===== config.mk =====
export PLATFORM = sky130hd
export DESIGN_NAME = dsp_half_front
export DESIGN_NICKNAME = d
export VERILOG_FILES = /design/src/common/dsp_half_pkg.sv /design/src/rtl/dsp_pair_mult.sv /design/src/rtl/dsp_half_front.sv
export VERILOG_INCLUDE_DIRS = /design/src /design/src/common
export SDC_FILE = /design/constraint.sdc
export NUM_CORES = 2
export LEC_CHECK = 0
export BUFFER_PORTS_ARGS = -buffer_cell sky130_fd_sc_hd__clkbuf_2
export CAP_MARGIN = 10
export CORE_MARGIN = 3
export CORE_UTILIZATION = 30
export DETAILED_ROUTE_END_ITERATION = 6
export GPL_ROUTABILITY_DRIVEN = 0
export PLACE_DENSITY = 0.52
export SLEW_MARGIN = 20
export SYNTH_ARGS = -nofsm -noshare
export SYNTH_HDL_FRONTEND = slang
export SYNTH_SLANG_ARGS = --single-unit
export TNS_END_PERCENT = 10

===== constraint.sdc =====
create_clock -name clk_sys_i -period 21.8 [get_ports clk_sys_i]
set_input_delay 1.09 -clock clk_sys_i [delete_from_list [all_inputs] [get_ports clk_sys_i]]
set_output_delay 1.09 -clock clk_sys_i [all_outputs]
set_load 0.02 [all_outputs]

===== src/common/dsp_half_defines.svh =====
/*
 * constants for the multiply half-block front end: widths, counts,
 * reset values and loopback bit positions.
 * assumes it is included by bare name from design files only.
 */
`ifndef DSP_HALF_DEFINES_SVH
`define DSP_HALF_DEFINES_SVH

`define OPW          18
`define PRODW        36
`define SUMW         37
`define NMULT        4
`define NBANK        9
`define NSEL         4
`define SELW         2
`define SHIFTW       32
`define BANK_RST     18'h00000
`define SUM_RST      37'h0000000000
`define LOOP_MSB     35
`define LOOP_LSB     18

`endif


===== src/common/dsp_half_pkg.sv =====
/*
 * types for the multiply half-block front end.
 * assumes dsp_half_defines.svh is available on the include path.
 */
package dsp_half_pkg;

    // operating mode of one half; gray coded along the usual order
    typedef enum logic [2:0] {
        MODE_IND9    = 3'b000,
        MODE_IND12   = 3'b001,
        MODE_IND18   = 3'b011,
        MODE_IND36   = 3'b010,
        MODE_DOUBLE  = 3'b110,
        MODE_SUM2    = 3'b111,
        MODE_SHIFT   = 3'b101
    } mode_t;

    // dynamic shift operation
    typedef enum logic [2:0] {
        SH_LSL = 3'b000,
        SH_LSR = 3'b001,
        SH_ASL = 3'b011,
        SH_ASR = 3'b010,
        SH_ROT = 3'b110
    } shift_op_t;

    // where the first-stage result goes next
    typedef enum logic [1:0] {
        DST_PIPE  = 2'b00,
        DST_ADD2  = 2'b01,
        DST_RSU   = 2'b11,
        DST_OUTRG = 2'b10
    } dest_t;

endpackage


===== src/rtl/dsp_pair_mult.sv =====
/*
 * one two-multiplier adder unit: two signed-aware products and a
 * static add or subtract into a 37-bit result.
 * assumes operands already padded and sign flags already selected.
 */
`timescale 1ns/1ns
`include "dsp_half_defines.svh"
module dsp_pair_mult #(
    parameter bit SUBTRACT = 1'b0
) (
    input  wire logic [`OPW-1:0]   a0_i,
    input  wire logic [`OPW-1:0]   b0_i,
    input  wire logic [`OPW-1:0]   a1_i,
    input  wire logic [`OPW-1:0]   b1_i,
    input  wire logic              sign_a_i,
    input  wire logic              sign_b_i,
    output logic      [`PRODW-1:0] p0_o,
    output logic      [`PRODW-1:0] p1_o,
    output logic      [`SUMW-1:0]  sum_o
);

    // operand extended by one bit; sign bit copied only when signed
    function automatic logic signed [`OPW:0] ext(
        input logic [`OPW-1:0] v,
        input logic            s
    );
        ext = {s & v[`OPW-1], v};
    endfunction

    // full-width product; result signed if either side signed
    function automatic logic signed [`SUMW:0] mul(
        input logic [`OPW-1:0] a,
        input logic [`OPW-1:0] b,
        input logic            sa,
        input logic            sb
    );
        logic signed [2*`OPW+1:0] full;
        full = ext(a, sa) * ext(b, sb);
        mul = full[`SUMW:0];
    endfunction

    wire logic signed [`SUMW:0] prod0;
    wire logic signed [`SUMW:0] prod1;
    wire logic signed [`SUMW:0] total;

    // adder direction is static; no run-time add/sub control exists
    assign prod0 = mul(a0_i, b0_i, sign_a_i, sign_b_i);
    assign prod1 = mul(a1_i, b1_i, sign_a_i, sign_b_i);
    assign total = SUBTRACT ? prod0 - prod1 : prod0 + prod1;
    assign p0_o  = prod0[`PRODW-1:0];
    assign p1_o  = prod1[`PRODW-1:0];
    assign sum_o = total[`SUMW-1:0];

endmodule


===== src/rtl/dsp_half_front.sv =====
/*
 * front end of one half of the multiply block: nine input banks,
 * cascade and loopback feeds, sign control, two pair units, shift mode.
 * assumes operands come from fabric logic synchronous to clk_sys_i;
 * enable/clear selection among four shared lines is done here; one clock.
 */
`timescale 1ns/1ns
`include "dsp_half_defines.svh"
module dsp_half_front
    import dsp_half_pkg::*;
#(
    parameter dsp_half_pkg::mode_t MODE     = dsp_half_pkg::MODE_IND18,
    parameter int                  OP_WIDTH = 18,
    parameter bit [`NMULT-1:0]     REG_A    = 4'hF,
    parameter bit [`NMULT-1:0]     REG_B    = 4'hF,
    parameter bit [`NMULT-1:0]     A_CASC   = 4'h0,
    parameter bit                  LOOPBACK = 1'b0,
    parameter bit                  REG_SIGN = 1'b1,
    parameter bit [1:0]            SUB_CFG  = 2'b00,
    parameter dsp_half_pkg::dest_t DEST     = dsp_half_pkg::DST_OUTRG,
    parameter bit [`SELW-1:0]      ENA_SEL  = 2'h0,
    parameter bit [`SELW-1:0]      CLR_SEL  = 2'h0
) (
    input  wire logic                    clk_sys_i,
    input  wire logic                    rstn_i,
    input  wire logic                    ce_i,
    input  wire logic [`NSEL-1:0]        ena_i,
    input  wire logic [`NSEL-1:0]        aclr_i,
    input  wire logic [`NMULT*`OPW-1:0]  data_a_i,
    input  wire logic [`NMULT*`OPW-1:0]  data_b_i,
    input  wire logic                    sign_a_i,
    input  wire logic                    sign_b_i,
    input  wire logic [`OPW-1:0]         casc_in_i,
    input  wire logic [`PRODW-1:0]       loop_result_i,
    input  wire logic [`SHIFTW-1:0]      shift_data_i,
    input  wire logic [4:0]              shift_amt_i,
    input  wire dsp_half_pkg::shift_op_t shift_op_i,
    output logic      [`OPW-1:0]         casc_out_o,
    output logic      [`OPW-1:0]         delay_bank_o,
    output logic      [`NMULT*`PRODW-1:0] prod_o,
    output logic      [2*`SUMW-1:0]      sum_o,
    output logic      [`SHIFTW-1:0]      shift_o,
    output logic                         sign_res_o,
    output logic      [1:0]              dest_o
);
    import dsp_half_pkg::*;

    ////////////////////////////////////////////////////////////////////
    // build-time checks on the configuration
    // everything but signs, shift controls, enables and clears is a parameter
    initial begin
        if (LOOPBACK && MODE != MODE_IND18 && MODE != MODE_SUM2)
            $error("loopback needs 18-bit width");
        if (A_CASC != 4'h0 && MODE != MODE_IND18 && MODE != MODE_SUM2)
            $error("cascade needs 18-bit width");
    end

    // native width picked from operand width; narrower ones padded
    localparam int NATW = (OP_WIDTH <= 9)  ? 9  :
                          (OP_WIDTH <= 12) ? 12 : 18;
    localparam int PADW = NATW - OP_WIDTH;

    ////////////////////////////////////////////////////////////////////
    // reset release and shared line selection
    logic rst_q1_r;
    logic rst_q2_r;
    always_ff @(posedge clk_sys_i or negedge rstn_i) begin
        if (!rstn_i) begin
            rst_q1_r <= 1'b0;
            rst_q2_r <= 1'b0;
        end else begin
            rst_q1_r <= 1'b1;
            rst_q2_r <= rst_q1_r;
        end
    end

    wire logic ena_sel; // one of four shared enables
    wire logic clr_sel; // one of four shared clears
    wire logic bank_rst_n;
    wire logic step;
    assign ena_sel    = ena_i[ENA_SEL];
    assign clr_sel    = aclr_i[CLR_SEL];
    // clear acts asynchronously like the device reset
    assign bank_rst_n = rst_q2_r & ~clr_sel;
    assign step       = ce_i & ena_sel;

    ////////////////////////////////////////////////////////////////////
    // operand padding: narrow data moved up, zeros in the low bits
    function automatic logic [`OPW-1:0] pad(input logic [`OPW-1:0] v);
        logic [`OPW-1:0] t;
        t = v << PADW;
        pad = t;
    endfunction

    logic [`OPW-1:0] a_bank_r [`NMULT];
    logic [`OPW-1:0] b_bank_r [`NMULT];
    logic [`OPW-1:0] dly_bank_r;
    logic            sa_r;
    logic            sb_r;
    logic [`OPW-1:0] a_src [`NMULT];
    logic [`OPW-1:0] a_op  [`NMULT];
    logic [`OPW-1:0] b_src [`NMULT];
    logic [`OPW-1:0] b_op  [`NMULT];

    // A source: routing or the cascade chain, chosen at build time
    // b source: first multiplier may take the loopback word instead
    genvar gi;
    generate
        for (gi = 0; gi < `NMULT; gi++) begin : g_src
            if (A_CASC[gi]) begin : g_casc
                if (gi == 0) begin : g_first
                    assign a_src[gi] = casc_in_i;
                end else begin : g_next
                    assign a_src[gi] = a_bank_r[gi-1];
                end
            end else begin : g_par
                assign a_src[gi] = pad(data_a_i[gi*`OPW +: `OPW]);
            end
            if (gi == 0 && LOOPBACK) begin : g_loop
                // upper 18 registered result bits, one loop per half
                assign b_src[gi] =
                    loop_result_i[`LOOP_MSB:`LOOP_LSB];
            end else begin : g_bpar
                assign b_src[gi] = pad(data_b_i[gi*`OPW +: `OPW]);
            end
            // cascade taps always pass the register, bypass breaks chain
            assign a_op[gi] = (REG_A[gi] || A_CASC[gi]) ?
                              a_bank_r[gi] : a_src[gi];
            assign b_op[gi] = REG_B[gi] ? b_bank_r[gi] : b_src[gi];
        end
    endgenerate

    ////////////////////////////////////////////////////////////////////
    // input register banks, rising edge, cleared at reset
    always_ff @(posedge clk_sys_i or negedge bank_rst_n) begin
        if (!bank_rst_n) begin
            for (int i = 0; i < `NMULT; i++) begin
                a_bank_r[i] <= `BANK_RST;
                b_bank_r[i] <= `BANK_RST;
            end
            dly_bank_r <= `BANK_RST;
            sa_r       <= 1'b0;
            sb_r       <= 1'b0;
        end else if (step) begin
            for (int i = 0; i < `NMULT; i++) begin
                a_bank_r[i] <= a_src[i];
                b_bank_r[i] <= b_src[i];
            end
            dly_bank_r <= a_bank_r[`NMULT-1];
            sa_r       <= sign_a_i;
            sb_r       <= sign_b_i;
        end
    end

    ////////////////////////////////////////////////////////////////////
    // one sign pair per half, shared by all four multipliers
    wire logic sa_eff;
    wire logic sb_eff;
    assign sa_eff = REG_SIGN ? sa_r : sign_a_i;
    assign sb_eff = REG_SIGN ? sb_r : sign_b_i;

    // two pair units; four 18x18 multipliers per half
    logic [`PRODW-1:0] prod_w [`NMULT];
    logic [`SUMW-1:0]  sum_w  [2];
    generate
        for (gi = 0; gi < 2; gi++) begin : g_pair
            dsp_pair_mult #(
                .SUBTRACT (SUB_CFG[gi])
            ) u_pair (
                .a0_i     (a_op[2*gi]),
                .b0_i     (b_op[2*gi]),
                .a1_i     (a_op[2*gi+1]),
                .b1_i     (b_op[2*gi+1]),
                .sign_a_i (sa_eff),
                .sign_b_i (sb_eff),
                .p0_o     (prod_w[2*gi]),
                .p1_o     (prod_w[2*gi+1]),
                .sum_o    (sum_w[gi])
            );
        end
    endgenerate

    ////////////////////////////////////////////////////////////////////
    // dynamic shift on a 32-bit vector while configured in shift mode (MODE_SHIFT)
    logic [2*`SHIFTW-1:0] rot_w;
    logic [`SHIFTW-1:0]   shift_nxt;
    assign rot_w = {shift_data_i, shift_data_i} << shift_amt_i;
    always_comb begin
        case (shift_op_i)
            SH_LSL:  shift_nxt = shift_data_i << shift_amt_i;
            SH_LSR:  shift_nxt = shift_data_i >> shift_amt_i;
            SH_ASL:  shift_nxt = shift_data_i <<< shift_amt_i;
            SH_ASR:  shift_nxt = $unsigned($signed(shift_data_i)
                                 >>> shift_amt_i);
            SH_ROT:  shift_nxt = rot_w[2*`SHIFTW-1:`SHIFTW];
            default: shift_nxt = shift_data_i;
        endcase
    end

    ////////////////////////////////////////////////////////////////////
    // shift and sign outputs from flip-flops; this half's mode is its own
    logic [`SHIFTW-1:0] shift_r;
    logic               sign_res_r;
    always_ff @(posedge clk_sys_i or negedge rst_q2_r) begin
        if (!rst_q2_r) begin
            shift_r    <= '0;
            sign_res_r <= 1'b0;
        end else if (ce_i) begin
            shift_r    <= (MODE == MODE_SHIFT) ? shift_nxt : '0;
            sign_res_r <= sa_eff | sb_eff;
        end
    end

    // products and sums go on to later stages; they are combinational
    // here because the pipeline registers live downstream
    generate
        for (gi = 0; gi < `NMULT; gi++) begin : g_out
            assign prod_o[gi*`PRODW +: `PRODW] = prod_w[gi];
        end
    endgenerate
    assign sum_o        = {sum_w[1], sum_w[0]};
    assign casc_out_o   = a_bank_r[`NMULT-1];
    assign delay_bank_o = dly_bank_r;
    assign shift_o      = shift_r;
    assign sign_res_o   = sign_res_r;
    assign dest_o       = DEST;

    ////////////////////////////////////////////////////////////////////
    // checks
    AST_CASC_SHIFT: assert property (@(posedge clk_sys_i)
        disable iff (!bank_rst_n)
        (step && A_CASC[1]) |=> a_bank_r[1] == $past(a_bank_r[0]))
        else $error("cascade tap did not shift");
    AST_DELAY_BANK: assert property (@(posedge clk_sys_i)
        disable iff (!bank_rst_n)
        step |=> dly_bank_r == $past(a_bank_r[`NMULT-1]))
        else $error("delay bank lost word");
    AST_SIGN_RES: assert property (@(posedge clk_sys_i)
        disable iff (!rst_q2_r)
        (ce_i && !sa_eff && !sb_eff) |=> !sign_res_r)
        else $error("unsigned pair reported signed");
    AST_SIGN_REG: assert property (@(posedge clk_sys_i)
        disable iff (!bank_rst_n)
        step |=> (sa_r == $past(sign_a_i)) && (sb_r == $past(sign_b_i)))
        else $error("sign register missed update");
    AST_HOLD: assert property (@(posedge clk_sys_i)
        disable iff (!bank_rst_n)
        !step |=> $stable(a_bank_r[0]) && $stable(b_bank_r[0]))
        else $error("bank moved without enable");
    AST_CLEAR: assert property (@(posedge clk_sys_i)
        !bank_rst_n |-> a_bank_r[0] == `BANK_RST)
        else $error("bank not cleared");
    AST_LOOP: assert property (@(posedge clk_sys_i)
        disable iff (!bank_rst_n)
        (LOOPBACK && step) |=>
        b_bank_r[0] == $past(loop_result_i[`LOOP_MSB:`LOOP_LSB]))
        else $error("loopback word not taken");
    AST_SUM: assert property (@(posedge clk_sys_i)
        disable iff (!rst_q2_r)
        (!sa_eff && !sb_eff && !SUB_CFG[0]) |->
        sum_w[0] == {1'b0, prod_w[0]} + {1'b0, prod_w[1]})
        else $error("unsigned pair sum wrong");
    AST_SHIFT: assert property (@(posedge clk_sys_i)
        disable iff (!rst_q2_r)
        (MODE == MODE_SHIFT && ce_i && shift_op_i == SH_LSL) |=>
        shift_r == ($past(shift_data_i) << $past(shift_amt_i)))
        else $error("logical shift wrong");

endmodule


==> reports/summary.log <==
INFO  cts            clkSinkCount=167
INFO  final_layout   layout.cells.non_filler=9,688
INFO  setup_path     crit_path_max_incr_delay=940ps
INFO  final_layout   commonest_non_fill_non_tap_cell_in_the_layout=sky130_fd_sc_hd__inv_1
INFO  route          routed_wire_length_per_instance=18.9µm
INFO  sta            setup_viol_count_final=0
INFO  route          via_count=45,000
INFO  sta            timing.final.max_slew_violations=0
INFO  setup_path     arrival=10,990ps
INFO  sta            worstMarginPinSlew=1130ps
INFO  sta            timing.slew.headroom=24.7%
INFO  sta            hold_viol_final=0
INFO  global_route   grt_pass1_vias=49,800
INFO  synth          synth.lib_cells_used.distinct=91
INFO  floorplan      die-height=466µm
INFO  sta            maxClockFrequency=82.8MHz
INFO  synth          netlist_area=63,400µm²
INFO  hold_path      timing.hold.worst.class=reg -> async
INFO  cts            htreeDepth=4
INFO  setup_path     crit_required=20,710ps
INFO  global_route   grt_pass1_wl=293,000µm
INFO  setup_path     critical_path.startpoint_type=flip-flop
INFO  final_layout   area_delta_synth_final=8.10%
INFO  synth          synth_seq_cells=167
INFO  setup_path     setup_cp_type=reg -> out
INFO  cts            clock_tree_from_tritoncts=yes
INFO  final_layout   layout.cells.most_common_list=sky130_fd_sc_hd__inv_1, sky130_fd_sc_hd__fa_1, sky130_fd_sc_hd__nand2_1
INFO  place          io_port_bufs=405
INFO  final_layout   design.final.nets=9,077
INFO  sta            fin_crit=12,080ps
INFO  route          detail_route.vias_per_cell=4.65
INFO  setup_path     worst_path_most_repeated_cell=sky130_fd_sc_hd__fa_1
INFO  cts            cts_resized=0
INFO  route          route.detailed.drc=0
INFO  global_route   combined_global_route_utilization_of_all_metal_layers=17.4%
INFO  synth          async_flop_share=100%
INFO  setup_path     path_max_fanout=20
INFO  global_route   grt_start_max_net_pins=62
INFO  sta            final_min_period_over_clock_period=55.4%
INFO  synth          synth_edf_count=0
INFO  route          firstDrtPassIters=5
INFO  synth          synthCells=6,727
INFO  synth          syn-mean-instance-area=9.43µm²
INFO  place          dp_hpwl=148,000µm
INFO  cts            insertion_delay=590ps
INFO  route          detail-route-antenna-nets=0
INFO  setup_path     timing.critical_path.slowest_stage_cell=sky130_fd_sc_hd__dfrtp_1
INFO  cts            cts_root_buf=sky130_fd_sc_hd__clkbuf_16
INFO  floorplan      die_w=466µm
INFO  place          placed_cells_incl_taps=9,648
INFO  route          drt_first_iter_violations=2,090
INFO  floorplan      initial_core_util=30.2%
INFO  setup_path     endpoint_kind=output pin
INFO  synth          ys_top_cells_by_area=sky130_fd_sc_hd__fa_1, sky130_fd_sc_hd__ha_1, sky130_fd_sc_hd__inv_1
INFO  cts            cts_post_setup_buffers_inserted=0
INFO  global_route   globalRouteOverflowTotal=0
INFO  floorplan      fp-row-count=168
INFO  synth          seq_area_frac_synth=6.59%
INFO  sta            timing.setup.tns=0ps
INFO  final_layout   post_route_cells_drive_above_1_share=10.4%
INFO  floorplan      floorplan.core_area=210,000µm²
INFO  synth          dominantRegCellSynth=sky130_fd_sc_hd__dfrtp_1
INFO  sta            grt_setup_unrepaired=false
INFO  synth          yosysWarningCount=0
INFO  synth          synth_area_leader_cell=sky130_fd_sc_hd__fa_1
INFO  floorplan      fp.dieArea=217,000µm²
INFO  sta            final.setup_skew=24.9ps
INFO  cts            hold_buffers=0
INFO  job            max_cap_viol_count=0
INFO  cts            clk_pin_slew_worst_setup_hold_paths=100ps
INFO  global_route   grt_antenna_before_repair=16
INFO  synth          netlist.area_leader.share=45.9%
INFO  cts            cts.path.max_buffers=2
INFO  cts            cts_made_buffers=17
INFO  floorplan      design.portCount=540
INFO  route          wl=183,000µm
INFO  run_status     status=completed
[Yosys cell counts, types with 30 or more instances]
| library cell | count |
|---|---|
| sky130_fd_sc_hd__inv_1 | 1491 |
| sky130_fd_sc_hd__fa_1 | 1454 |
| sky130_fd_sc_hd__nand2_1 | 734 |
| sky130_fd_sc_hd__and2_1 | 700 |
| sky130_fd_sc_hd__ha_1 | 510 |
| sky130_fd_sc_hd__clkbuf_1 | 323 |
| sky130_fd_sc_hd__xnor2_1 | 182 |
| sky130_fd_sc_hd__nor2_1 | 178 |
| sky130_fd_sc_hd__dfrtp_1 | 167 |
| sky130_fd_sc_hd__mux2_2 | 164 |
| sky130_fd_sc_hd__a21oi_1 | 139 |
| sky130_fd_sc_hd__a21o_1 | 72 |
| sky130_fd_sc_hd__o21ai_0 | 71 |
| sky130_fd_sc_hd__xor2_1 | 57 |
| sky130_fd_sc_hd__buf_4 | 52 |
| sky130_fd_sc_hd__o21a_1 | 35 |
| sky130_fd_sc_hd__a211oi_1 | 32 |
| sky130_fd_sc_hd__and3_1 | 30 |
[sequential cells by signal, indices dropped and copies added, names as in the netlist, 18 cells and up]
name	count
a_bank_r	54
b_bank_r	72
delay_bank_o	18
casc_out_o	18
[through the flow]
step	worst slack [ps]	area (µm²)	hold WS (ps)	utilization (%)
global placement	10450	67900	19.9	32.4
global route	9230	68500	40.7	32.7
floorplan	10320	63500	1.45	-
finish	9720	68500	26.4	32.7
CTS	9710	68500	29.5	32.7
detailed placement	10410	67900	22.3	32.4
[critical path: cells and delay by family, from the launching register on]
family / cells / cell delay (ps)
adders and majority gates: 9 / 3950
buffers and inverters: 5 / 440
AOI/OAI and AO/OA: 14 / 3160
and+or+nand+nor: 8 / 1350
DFF: 1 / 940
xor gates and xnor gates: 2 / 530
[final timing paths]
check / from / to / slack [ps] / depth (start not counted)
worst max-delay path: b_bank_r[38] / sum_o[36] / 9720 / 38
worst min-delay path: rst_q2_r / sign_res_o / 30 / 0
worst max register to register: rst_q2_r / b_bank_r[61] / 19200 / 3
worst min register to register: rst_q2_r / sign_res_o / 30 / 0
max in group asynchronous: aclr_i[0] / b_bank_r[61] / 19020 / 4
min in group clk_sys_i: rst_q1_r / rst_q2_r / 370 / 0
[layout make-up]
| cell class | count | area, µm² |
|---|---|---|
| fill | 21800 | 141000 |
| multi-input combinational | 4725 | 52200 |
| inverter | 1491 | 5600 |
| sequential | 167 | 4180 |
| clock buffer | 18 | 439 |
| timing repair buffer | 460 | 2440 |
| antenna | 8 | 20.0 |
| clock inverter | 14 | 199 |
| tap | 2805 | 3510 |
[cells by family after synthesis]
family	Yosys count	synth area share, %
buffers and inverters	1868	11.4
XOR/XNOR	246	3.54
AO/OA/AOI/OAI	510	5.42
multiplexers	164	2.91
flip-flops	167	6.59
adder cells (fa/ha/maj)	1966	56.0
other	2	0.0118
AND/OR/NAND/NOR	1804	14.2
[metal layers]
metal  up-vias  wire length [µm]  global-route usage, %
met4        12              4420                   4.51
li1      20200                 -                      -
met5         -                76                      0
met3       189              7030                   2.23
met2       902             87400                   28.8
met1     23700             84100                   24.0
Power is not shown: default switching activity piles up to over one toggle a cycle in this logic, so the estimate is an artifact.
